--- config.mk ---
export PLATFORM = sky130hd
export DESIGN_NAME = pac_top
export DESIGN_NICKNAME = d
export VERILOG_FILES = /design/src/rtl/pac_pkg.sv /design/src/rtl/pac_channel.sv /design/src/rtl/pac_top.sv
export SDC_FILE = /design/constraint.sdc
export NUM_CORES = 1
export LEC_CHECK = 0
export BUFFER_PORTS_ARGS = -buffer_cell sky130_fd_sc_hd__buf_2
export CAP_MARGIN = 40
export CELL_PAD_IN_SITES_DETAIL_PLACEMENT = 1
export CELL_PAD_IN_SITES_GLOBAL_PLACEMENT = 2
export CORE_AREA = 2 2 222 312
export DETAILED_ROUTE_END_ITERATION = 12
export DIE_AREA = 0 0 224 314
export HOLD_SLACK_MARGIN = 0.1
export PLACE_DENSITY_LB_ADDON = 0.1
export SYNTH_ARGS = -nofsm -noshare
export SYNTH_HDL_FRONTEND = slang
export SYNTH_SLANG_ARGS = --single-unit
--- constraint.sdc ---
create_clock -name i_ref_clk -period 4.27 [get_ports i_ref_clk]
set_input_delay 0.6405 -clock i_ref_clk [delete_from_list [all_inputs] [get_ports i_ref_clk]]
set_output_delay 0.6405 -clock i_ref_clk [all_outputs]
set_load 0.01 [all_outputs]
--- src/rtl/pac_pkg.sv ---
// package: register map, field positions and widths for the pwm align block
package pac_pkg;
    // ==========================================================
    // widths
    localparam int PAC_CH       = 6;         // channel count
    localparam int PAC_DW       = 8;         // register data width
    localparam int PAC_AW       = 5;         // register address width
    // ==========================================================
    // register offsets
    localparam logic [4:0] PAC_OFS_ENABLE  = 5'h00; // channel_enable_bit
    localparam logic [4:0] PAC_OFS_POL     = 5'h01; // polarity_bit
    localparam logic [4:0] PAC_OFS_CLKSEL  = 5'h02; // clock_select_bit
    localparam logic [4:0] PAC_OFS_PRESC   = 5'h03; // prescale select
    localparam logic [4:0] PAC_OFS_ALIGN   = 5'h04; // center_align_select
    localparam logic [4:0] PAC_OFS_CTRL    = 5'h05; // module_control
    localparam logic [4:0] PAC_OFS_PER0    = 5'h12; // period, channel 0
    localparam logic [4:0] PAC_OFS_DTY0    = 5'h18; // duty, channel 0
    // ==========================================================
    // module_control fields
    localparam int PAC_B_JOIN_HI   = 6;  // join_pair_hi (4+5)
    localparam int PAC_B_JOIN_MID  = 5;  // join_pair_mid (2+3)
    localparam int PAC_B_JOIN_LO   = 4;  // join_pair_lo (0+1)
    localparam int PAC_B_WAIT_STOP = 3;  // wait_stop_bit
    localparam int PAC_B_FRZ_STOP  = 2;  // freeze_stop_bit
    localparam logic [7:0] PAC_CTRL_MASK  = 8'h7c; // implemented bits
    localparam logic [7:0] PAC_CH_MASK    = 8'h3f; // six channel bits
    localparam logic [7:0] PAC_PRESC_MASK = 8'h77; // two 3-bit fields
    // ==========================================================
    // reset values
    localparam logic [7:0] PAC_RST_REG   = 8'h00;
    localparam logic [7:0] PAC_RST_PER   = 8'hff;
    localparam logic [7:0] PAC_RST_DTY   = 8'hff;
    localparam logic [6:0] PAC_RST_PRE   = 7'h00;
endpackage : pac_pkg

--- src/rtl/pac_channel.sv ---
// one pwm channel that runs as 8-bit or as a 16-bit joined pair
`timescale 1ns/1ps
`default_nettype none
module pac_channel
(
    // clock and reset
    input  wire  logic        i_ref_clk,
    input  wire  logic        i_rst_n,
    input  wire  logic        i_ce,
    // control
    input  wire  logic        i_tick,     // channel clock tick
    input  wire  logic        i_enable,
    input  wire  logic        i_center,   // center aligned mode
    input  wire  logic        i_pol,
    input  wire  logic        i_wide,     // 16-bit mode
    input  wire  logic [15:0] i_period,
    input  wire  logic [15:0] i_duty,
    // output
    output logic              o_wave
);
    // ==========================================================
    // state
    logic [15:0] count;       // up/down counter
    logic        down;        // counting down (center mode)
    logic [15:0] per_act;     // active period latch
    logic [15:0] dty_act;     // active duty latch
    wire  [15:0] msk       = i_wide ? 16'hffff : 16'h00ff;
    wire  [15:0] per_m     = i_period & msk;
    wire  [15:0] dty_m     = i_duty & msk;
    wire  [15:0] per_dec   = per_act - 16'h0001;
    wire         at_top    = (count >= per_dec);
    // left: wrap at period-1; center: reverse at period, end at zero
    wire         lend      = !i_center && at_top;
    wire         cend      = i_center && down && (count <= 16'h0001);
    wire         pend      = lend || cend;
    wire         turn      = i_center && !down && (count >= per_act);
    // the down slope includes the match count, so center high time is
    // twice the duty value, from the duty count going down to duty-1 going up
    wire         below     = down ? (count <= dty_act)
                                  : (count < dty_act);
    // ==========================================================
    // counter and buffered latch update; disabled channel loads straight
    always_ff @(posedge i_ref_clk)
    begin
        if (!i_rst_n)
        begin
            count   <= 16'h0000;
            down    <= 1'b0;
            per_act <= 16'h0000;
            dty_act <= 16'h0000;
            o_wave  <= 1'b0;
        end
        else if (i_ce)
        begin
            if (!i_enable)
            begin
                // latches follow the buffer while idle
                per_act <= per_m;
                dty_act <= dty_m;
                o_wave  <= i_pol;
            end
            else if (i_tick)
            begin
                if (pend)
                begin
                    count   <= 16'h0000;
                    down    <= 1'b0;
                    per_act <= per_m;
                    dty_act <= dty_m;
                end
                else if (turn)
                begin
                    down  <= 1'b1;
                    count <= count - 16'h0001;
                end
                else if (down)
                    count <= count - 16'h0001;
                else
                    count <= count + 16'h0001;
                // polarity chooses the level before the duty match
                o_wave <= below ? i_pol : !i_pol;
            end
        end
    end
endmodule : pac_channel
`default_nettype wire

--- src/rtl/pac_top.sv ---
// pwm alignment and concatenation control with a small channel core
//
// Functional notes
// alignment bit: 0 left, 1 center
// software changes alignment only while disabled
// three join bits merge channel pairs
// join bit 6: ch4 high, ch5 low, pin 5
// join bit 5: ch2 high, ch3 low, pin 3
// join bit 4: ch0 high, ch1 low, pin 1
// joined pair uses low channel controls
// clear join bit: independent 8-bit channels
// software changes join only while disabled
// wait_stop_bit gates prescaler in wait
// freeze_stop_bit gates prescaler in freeze
// registers stay accessible; clock resumes at once
// center counts up-down; left to period-1
// alignment and control reset to zero
//
// The plain strobed port was left to the implementer.
`timescale 1ns/1ps
`default_nettype none
module pac_top
    import pac_pkg::*;
(
    // clock, reset, clock enable
    input  wire  logic                 i_ref_clk,
    input  wire  logic                 i_rst_n,
    input  wire  logic                 i_ce,
    // processor mode inputs
    input  wire  logic                 i_wait_mode,
    input  wire  logic                 i_freeze_mode,
    // register port
    input  wire  logic [pac_pkg::PAC_AW-1:0] i_addr,
    input  wire  logic [pac_pkg::PAC_DW-1:0] i_wdata,
    input  wire  logic                 i_wr,
    input  wire  logic                 i_rd,
    output logic [pac_pkg::PAC_DW-1:0] o_rdata,
    // output_port pins
    output logic [pac_pkg::PAC_CH-1:0] o_output_port,
    output logic                       o_presc_run
);
    import pac_pkg::*;

    // ==========================================================
    // registers
    logic [7:0] chan_enable;    // channel_enable_bit per channel
    logic [7:0] chan_pol;       // polarity_bit per channel
    logic [7:0] chan_clksel;    // clock_select_bit per channel
    logic [7:0] presc_sel;      // clock a and b prescale
    logic [7:0] center_align_select; // center_align_bit per channel
    logic [7:0] module_control;
    logic [7:0] period [PAC_CH];  // period buffers
    logic [7:0] duty   [PAC_CH];  // duty buffers
    logic [6:0] presc_cnt;      // free prescaler
    logic [6:0] presc_prev;     // prescaler value one tick ago

    // ==========================================================
    // decode
    wire wr_en   = i_wr && i_ce;
    wire w_enab  = wr_en && (i_addr == PAC_OFS_ENABLE);
    wire w_pol   = wr_en && (i_addr == PAC_OFS_POL);
    wire w_clks  = wr_en && (i_addr == PAC_OFS_CLKSEL);
    wire w_pres  = wr_en && (i_addr == PAC_OFS_PRESC);
    wire w_algn  = wr_en && (i_addr == PAC_OFS_ALIGN);
    wire w_ctrl  = wr_en && (i_addr == PAC_OFS_CTRL);
    wire [4:0] per_idx = i_addr - PAC_OFS_PER0;
    wire [4:0] dty_idx = i_addr - PAC_OFS_DTY0;
    wire in_per  = (i_addr >= PAC_OFS_PER0) &&
                   (per_idx < 5'(PAC_CH));
    wire in_dty  = (i_addr >= PAC_OFS_DTY0) &&
                   (dty_idx < 5'(PAC_CH));

    // join bits, one per pair; index is the pair number
    wire [2:0] join_bits = {module_control[PAC_B_JOIN_HI],
                            module_control[PAC_B_JOIN_MID],
                            module_control[PAC_B_JOIN_LO]};

    // ==========================================================
    // prescaler gating: wait and freeze stop the input clock
    wire gate_wait = module_control[PAC_B_WAIT_STOP] && i_wait_mode;
    wire gate_frz  = module_control[PAC_B_FRZ_STOP] && i_freeze_mode;
    // combinational so the clock returns the cycle the cause ends
    wire presc_on  = !(gate_wait || gate_frz);
    wire [6:0] presc_nxt = presc_cnt + 7'h01;
    // prescaler bits set in the next value and clear in presc_prev, two counts back; bit 0 means undivided
    wire [7:0] presc_tick = {~presc_prev & presc_nxt, 1'b1};
    wire [2:0] sel_a = presc_sel[2:0];
    wire [2:0] sel_b = presc_sel[6:4];
    wire tick_a = presc_on && presc_tick[sel_a];
    wire tick_b = presc_on && presc_tick[sel_b];

    // ==========================================================
    // read mux; unmapped offsets read zero
    wire [7:0] rd_per = in_per ? period[per_idx[2:0]] : 8'h00;
    wire [7:0] rd_dty = in_dty ? duty[dty_idx[2:0]] : 8'h00;
    wire [7:0] rd_val =
        (i_addr == PAC_OFS_ENABLE) ? chan_enable :
        (i_addr == PAC_OFS_POL)    ? chan_pol :
        (i_addr == PAC_OFS_CLKSEL) ? chan_clksel :
        (i_addr == PAC_OFS_PRESC)  ? presc_sel :
        (i_addr == PAC_OFS_ALIGN)  ? center_align_select :
        (i_addr == PAC_OFS_CTRL)   ? module_control :
        (rd_per | rd_dty);

    // ==========================================================
    // control registers; reset to zero leaves all left aligned
    always_ff @(posedge i_ref_clk)
    begin
        if (!i_rst_n)
        begin
            chan_enable         <= PAC_RST_REG;
            chan_pol            <= PAC_RST_REG;
            chan_clksel         <= PAC_RST_REG;
            presc_sel           <= PAC_RST_REG;
            center_align_select <= PAC_RST_REG;
            module_control      <= PAC_RST_REG;
        end
        else
        begin
            if (w_enab)
                chan_enable <= i_wdata & PAC_CH_MASK;
            if (w_pol)
                chan_pol <= i_wdata & PAC_CH_MASK;
            if (w_clks)
                chan_clksel <= i_wdata & PAC_CH_MASK;
            if (w_pres)
                presc_sel <= i_wdata & PAC_PRESC_MASK;
            // no guard: alignment safety is left to software
            if (w_algn)
                center_align_select <= i_wdata & PAC_CH_MASK;
            // writes allowed in freeze as well
            if (w_ctrl)
                module_control <= i_wdata & PAC_CTRL_MASK;
        end
    end

    // ==========================================================
    // read data one cycle after the strobe, zero otherwise
    always_ff @(posedge i_ref_clk)
    begin
        if (!i_rst_n)
            o_rdata <= 8'h00;
        else if (i_ce)
            o_rdata <= i_rd ? rd_val : 8'h00;
    end

    // ==========================================================
    // prescaler counter, held while gated
    always_ff @(posedge i_ref_clk)
    begin
        if (!i_rst_n)
        begin
            presc_cnt  <= PAC_RST_PRE;
            presc_prev <= PAC_RST_PRE;
            o_presc_run <= 1'b0;
        end
        else if (i_ce)
        begin
            o_presc_run <= presc_on;
            if (presc_on)
            begin
                presc_prev <= presc_cnt;
                presc_cnt  <= presc_nxt;
            end
        end
    end

    // ==========================================================
    // period and duty buffers, one slot per channel
    genvar g;
    generate
        for (g = 0; g < PAC_CH; g++)
        begin : g_buf
            always_ff @(posedge i_ref_clk)
            begin
                if (!i_rst_n)
                begin
                    period[g] <= PAC_RST_PER;
                    duty[g]   <= PAC_RST_DTY;
                end
                else
                begin
                    if (wr_en && in_per && (per_idx[2:0] == 3'(g)))
                        period[g] <= i_wdata;
                    if (wr_en && in_dty && (dty_idx[2:0] == 3'(g)))
                        duty[g] <= i_wdata;
                end
            end
        end
    endgenerate

    // ==========================================================
    // channels; odd channel carries the joined pair
    logic [PAC_CH-1:0] wave;
    generate
        for (g = 0; g < PAC_CH; g++)
        begin : g_ch
            localparam int PAIR = g / 2;
            localparam bit ODD  = (g % 2) == 1;
            // channels 2,3 use clock b, the rest clock a
            wire tk   = (PAIR == 1) ? tick_b : tick_a;
            wire jn   = join_bits[PAIR];
            // high channel silent while joined, low keeps all controls
            wire en   = chan_enable[g] && !(jn && !ODD);
            // alignment bit picks left or center per channel
            wire ctr  = center_align_select[g];
            // joined: even register is high byte, odd is low
            wire [15:0] per = (jn && ODD) ? {period[g-(ODD?1:0)], period[g]}
                                          : {8'h00, period[g]};
            wire [15:0] dty = (jn && ODD) ? {duty[g-(ODD?1:0)], duty[g]}
                                          : {8'h00, duty[g]};
            // clock select bit kept; scaled clocks live elsewhere
            pac_channel u_ch
            (
                .i_ref_clk (i_ref_clk),
                .i_rst_n   (i_rst_n),
                .i_ce      (i_ce),
                .i_tick    (tk),
                .i_enable  (en),
                .i_center  (ctr),
                .i_pol     (chan_pol[g]),
                .i_wide    (jn && ODD),
                .i_period  (per),
                .i_duty    (dty),
                .o_wave    (wave[g])
            );
        end
    endgenerate

    // ==========================================================
    // output port register; joined high pin is held low
    always_ff @(posedge i_ref_clk)
    begin
        if (!i_rst_n)
            o_output_port <= 6'h00;
        else if (i_ce)
            o_output_port <= wave & ~{1'b0, join_bits[2], 1'b0,
                                      join_bits[1], 1'b0, join_bits[0]};
    end
endmodule : pac_top
`default_nettype wire

==> flow_metrics.py <==
metrics = {
    "cts": {
        "htree_levels": 2,
        "postCtsSetupRepairBufs": 0,
        "clk_pin_slew_ps": 60,
        "cts_buffer_depth": 3,
        "numCtsBuffers": 47,
        "clockRootBuffer": "clkbuf_16",
        "clk_latency_ps": 610,
        "clock_sinks": 412,
        "cts_hold_buf": 0,
        "cts_resized": 0,
        "cts_tree": "yes",
    },
    "placement": {
        "io_buffers": 34,
        "place_inst": 3974,
        "gp_congestion": 0.881,
        "hpwlAfterDp_microns": 70900,
        "postPlaceCellArea_sq_mm": 0.0281,
    },
    "routing": {
        "totalWireLength_microns": 95200,
        "ant_nets": 0,
        "avgRoutedWirePerCell_microns": 23.4,
        "avgViaCountPerCell": 5.93,
        "drt_iter0_markers": 1300,
        "vias": 24100,
        "drc": 0,
        "dr.pass1.iters": 5,
    },
    "yosys": {
        "yosys_warnings": 0,
        "syn-instance-count": 3152,
        "synth_fa_ha_area_share_pct": 12.7,
        "synth_area_per_cell_sq_um": 8.50,
        "ys.flop_type": "dfxtp_1",
        "synth-edff-count": 96,
        "synth_compound_area_share_pct": 16.9,
        "synth_simple_gate_area_share_pct": 22.3,
        "syn-num-nets": 3443,
        "ys_types": 92,
        "async_flop_share_pct": 0,
        "synth_xor_xnor_area_share_pct": 2.62,
        "syn_area_sq_mm": 0.0268,
        "synth_top_family_by_area": "simple AND/OR/NAND/NOR gates",
        "muxShareOfSynthArea_pct": 5.89,
        "ys_seq_area_share_pct": 34.4,
        "ys_ff_latch": 412,
    },
    "floorplan": {
        "core_sq_mm": 0.0674,
        "die_y_microns": 314,
        "die_w_microns": 224,
        "rows": 113,
        "die-area_sq_mm": 0.0703,
        "initial_utilization_pct": 39.7,
        "ios": 35,
    },
    "global_route": {
        "antenna_found_initial": 3,
        "grt_pass1_wl_microns": 149000,
        "grt_pass1_vias": 25600,
        "grt_max_degree": 84,
        "grt_overflow": 0,
        "track_usage_pct": 27.0,
    },
    "final_layout": {
        "finalNonFillerCells": 4061,
        "syn_to_final_growth_pct": 11.3,
        "fillers": 7909,
        "utilization_pct": 44.2,
        "drive_gt1_share_pct": 11.1,
        "stdcell_area_sq_mm": 0.0298,
        "nNetsFinal": 3452,
    },
    "timing": {
        "finalSetupViolCount": 0,
        "post-route-period-util_pct": 92.3,
        "slew_violations": 0,
        "worstMarginPinSlew_ps": 857,
        "rsz0062_at_grt": "true",
        "timing.final.hold_violations": 0,
        "fmax_ghz": 0.254,
        "period_needed_ps": 3940,
        "slew_headroom_pct": 42.8,
        "final.setup_skew_ps": 17.3,
    },
    "power": {
        "p_leak_nw": 11.7,
        "power.density_mw_per_mm2": 339,
        "irDropWorstVdd_v": 0.000281,
    },
    "worst_setup_path": {
        "worstReg2RegEnd": "g_ch[5].u_ch.count[3]",
        "critPathLaunchType": "flip-flop",
        "rrSetupSlack_ps": 330,
        "path_max_fanout": 13,
        "crit_required_ps": 4780,
        "cp_data_arrival_time_ps": 4450,
        "worst-setup-path-type": "reg2reg",
        "endpoint_kind": "flip-flop",
        "r2r_start": "g_ch[5].u_ch.per_act[0]",
        "worstRegToRegCells": 17,
    },
    "flow_run": {
        "maxCapViolations": 0,
    },
    "worst_hold_path": {
        "hold_end": "g_ch[5].u_ch.dty_act[1]",
        "min_path_type": "reg2reg",
        "hp-start": "g_ch[5].u_ch.dty_act[1]",
        "hold_depth": 2,
    },
    "outcome": {
        "status": "finished clean",
    },
}
## synthesized netlist by cell type (all sizes together), types with 10 or more instances
cell    number  area, sq um
a31oi       38          238
nor2       183          687
and3        30          188
mux4        18          405
or3         46          293
or4         12         97.6
clkbuf     115          432
nand4       72          450
buf         39          200
ha         271         3390
o211ai      14          105
o21a        20          150
o21ai      102          510
nor3b       14          110
edfxtp      96         2880
inv        202          758
a21oi      222         1130
a211oi      26          195
o31a        11         96.3
o31ai       55          413
mux2i      107         1070
nand3      165          831
nor3        77          390
o22ai       11         82.6
or2        111          694
dfxtp      316         6330
o41ai       10         87.6
o311ai      11         96.3
nor4        31          194
and2        15         95.1
xnor2       71          622
nor2b       19          119
nand2      388         1460
nand2b      19          119
a21o        50          375
and4        10         87.6
## power by group
| part | leakage (nW) | switching (W) | internal [W] | total, W |
|---|---|---|---|---|
| Clock | 0.789 | 0.00181 | 0.00252 | 0.00433 |
| Combinational | 7.34 | 0.000895 | 0.000574 | 0.00147 |
| Sequential | 3.54 | 0.000190 | 0.00412 | 0.00431 |
| Total | 11.7 | 0.00289 | 0.00722 | 0.0101 |
## cells in the final DEF, fill, tap and decap left out, types with 68 or more instances in the layout
cell type,netlist,layout
a21oi_1,219,217
buf_4,0,68
dfxtp_1,316,316
edfxtp_1,96,96
ha_1,271,271
inv_1,202,202
mux2i_1,107,107
nand2_1,387,387
nand3_1,164,164
nand4_1,72,72
nor2_1,183,183
nor3_1,76,74
o21ai_0,98,98
or2_2,109,109
xnor2_1,71,71
## critical path, stage by stage (launching register included)
cell,delay [ps]
dfxtp_1,340
inv_1,90
ha_1,180
nand3_1,140
nor3_2,190
nand2_1,140
nor4_4,170
nand2_1,100
xnor2_1,140
ha_1,290
a21o_1,180
a211o_1,300
or4_1,610
nand2_4,130
nand3_1,80
buf_4,230
or3_1,350
a31oi_1,170
## layout make-up
type / count / area (sq um) / share of cell area (%)
clock inverter: 22 / 235 / 0.789
inverter: 203 / 769 / 2.58
multi-input combinational: 2383 / 16300 / 54.6
sequential: 412 / 9210 / 30.9
tap: 862 / 1080 / 3.62
antenna: 1 / 2.50 / 0.00840
clock buffer: 64 / 1380 / 4.64
timing repair buffer: 114 / 868 / 2.91
## per-stage QoR
stage	total power, W	worst slack (ps)	setup TNS, ps	hold slack, ps
4_1_cts	0.0102	57.2	0	457
2_1_floorplan	0.00532	402	0	432
6_report	0.0101	331	0	452
3_5_place_dp	0.00586	108	0	447
3_3_place_gp	0.00578	257	0	443
5_1_grt	0.0105	-12.1	-22.0	478
## how the worst max path moves through the flow
| stage | start | to |
|---|---|---|
| 3_3_place_gp | g_ch[5].u_ch.per_act[0] | g_ch[5].u_ch.per_act[8] |
| 6_report | g_ch[5].u_ch.per_act[0] | g_ch[5].u_ch.count[3] |
| 2_1_floorplan | g_ch[5].u_ch.per_act[0] | g_ch[5].u_ch.count[10] |
| 4_1_cts | g_ch[5].u_ch.per_act[0] | g_ch[5].u_ch.dty_act[14] |
| 5_1_grt | g_ch[3].u_ch.per_act[0] | g_ch[3].u_ch.dty_act[3] |
| 3_5_place_dp | g_ch[5].u_ch.per_act[0] | g_ch[5].u_ch.count[4] |
## metal layers
layer	up-vias	GRT usage (%)	routed length, microns
li1	11500	-	-
met1	12100	32.0	39800
met2	400	50.7	49500
met3	149	2.82	2720
met4	6	8.73	3050
met5	-	0	41
## cell families (layout without fill, tap and decap cells)
| family | after synthesis | count (layout) |
|---|---|---|
| AOI/OAI and AO/OA | 688 | 688 |
| xor gates and xnor gates | 80 | 80 |
| adders and majority gates | 271 | 271 |
| buffers and inverters | 357 | 403 |
| DFF | 412 | 412 |
| muxes | 134 | 134 |
| other | 0 | 1 |
| and+or+nand+nor | 1210 | 1210 |
## registers in the layout (all words and copies together), names as in the netlist
| register | count |
|---|---|
| o_presc_run | 1 |
| g_ch.u_ch.dty_act | 72 |
| center_align_select | 6 |
| chan_enable | 6 |
| chan_pol | 6 |
| o_output_port | 6 |
| g_ch.u_ch.per_act | 72 |
| presc_prev | 7 |
| g_ch.u_ch.down | 6 |
| period | 48 |
| g_ch.u_ch.o_wave | 6 |
| module_control | 5 |
| presc_cnt | 7 |
| o_rdata | 8 |
| duty | 48 |
| chan_clksel | 6 |
| g_ch.u_ch.count | 96 |
| presc_sel | 6 |
Power figures use the tool's default switching activity.
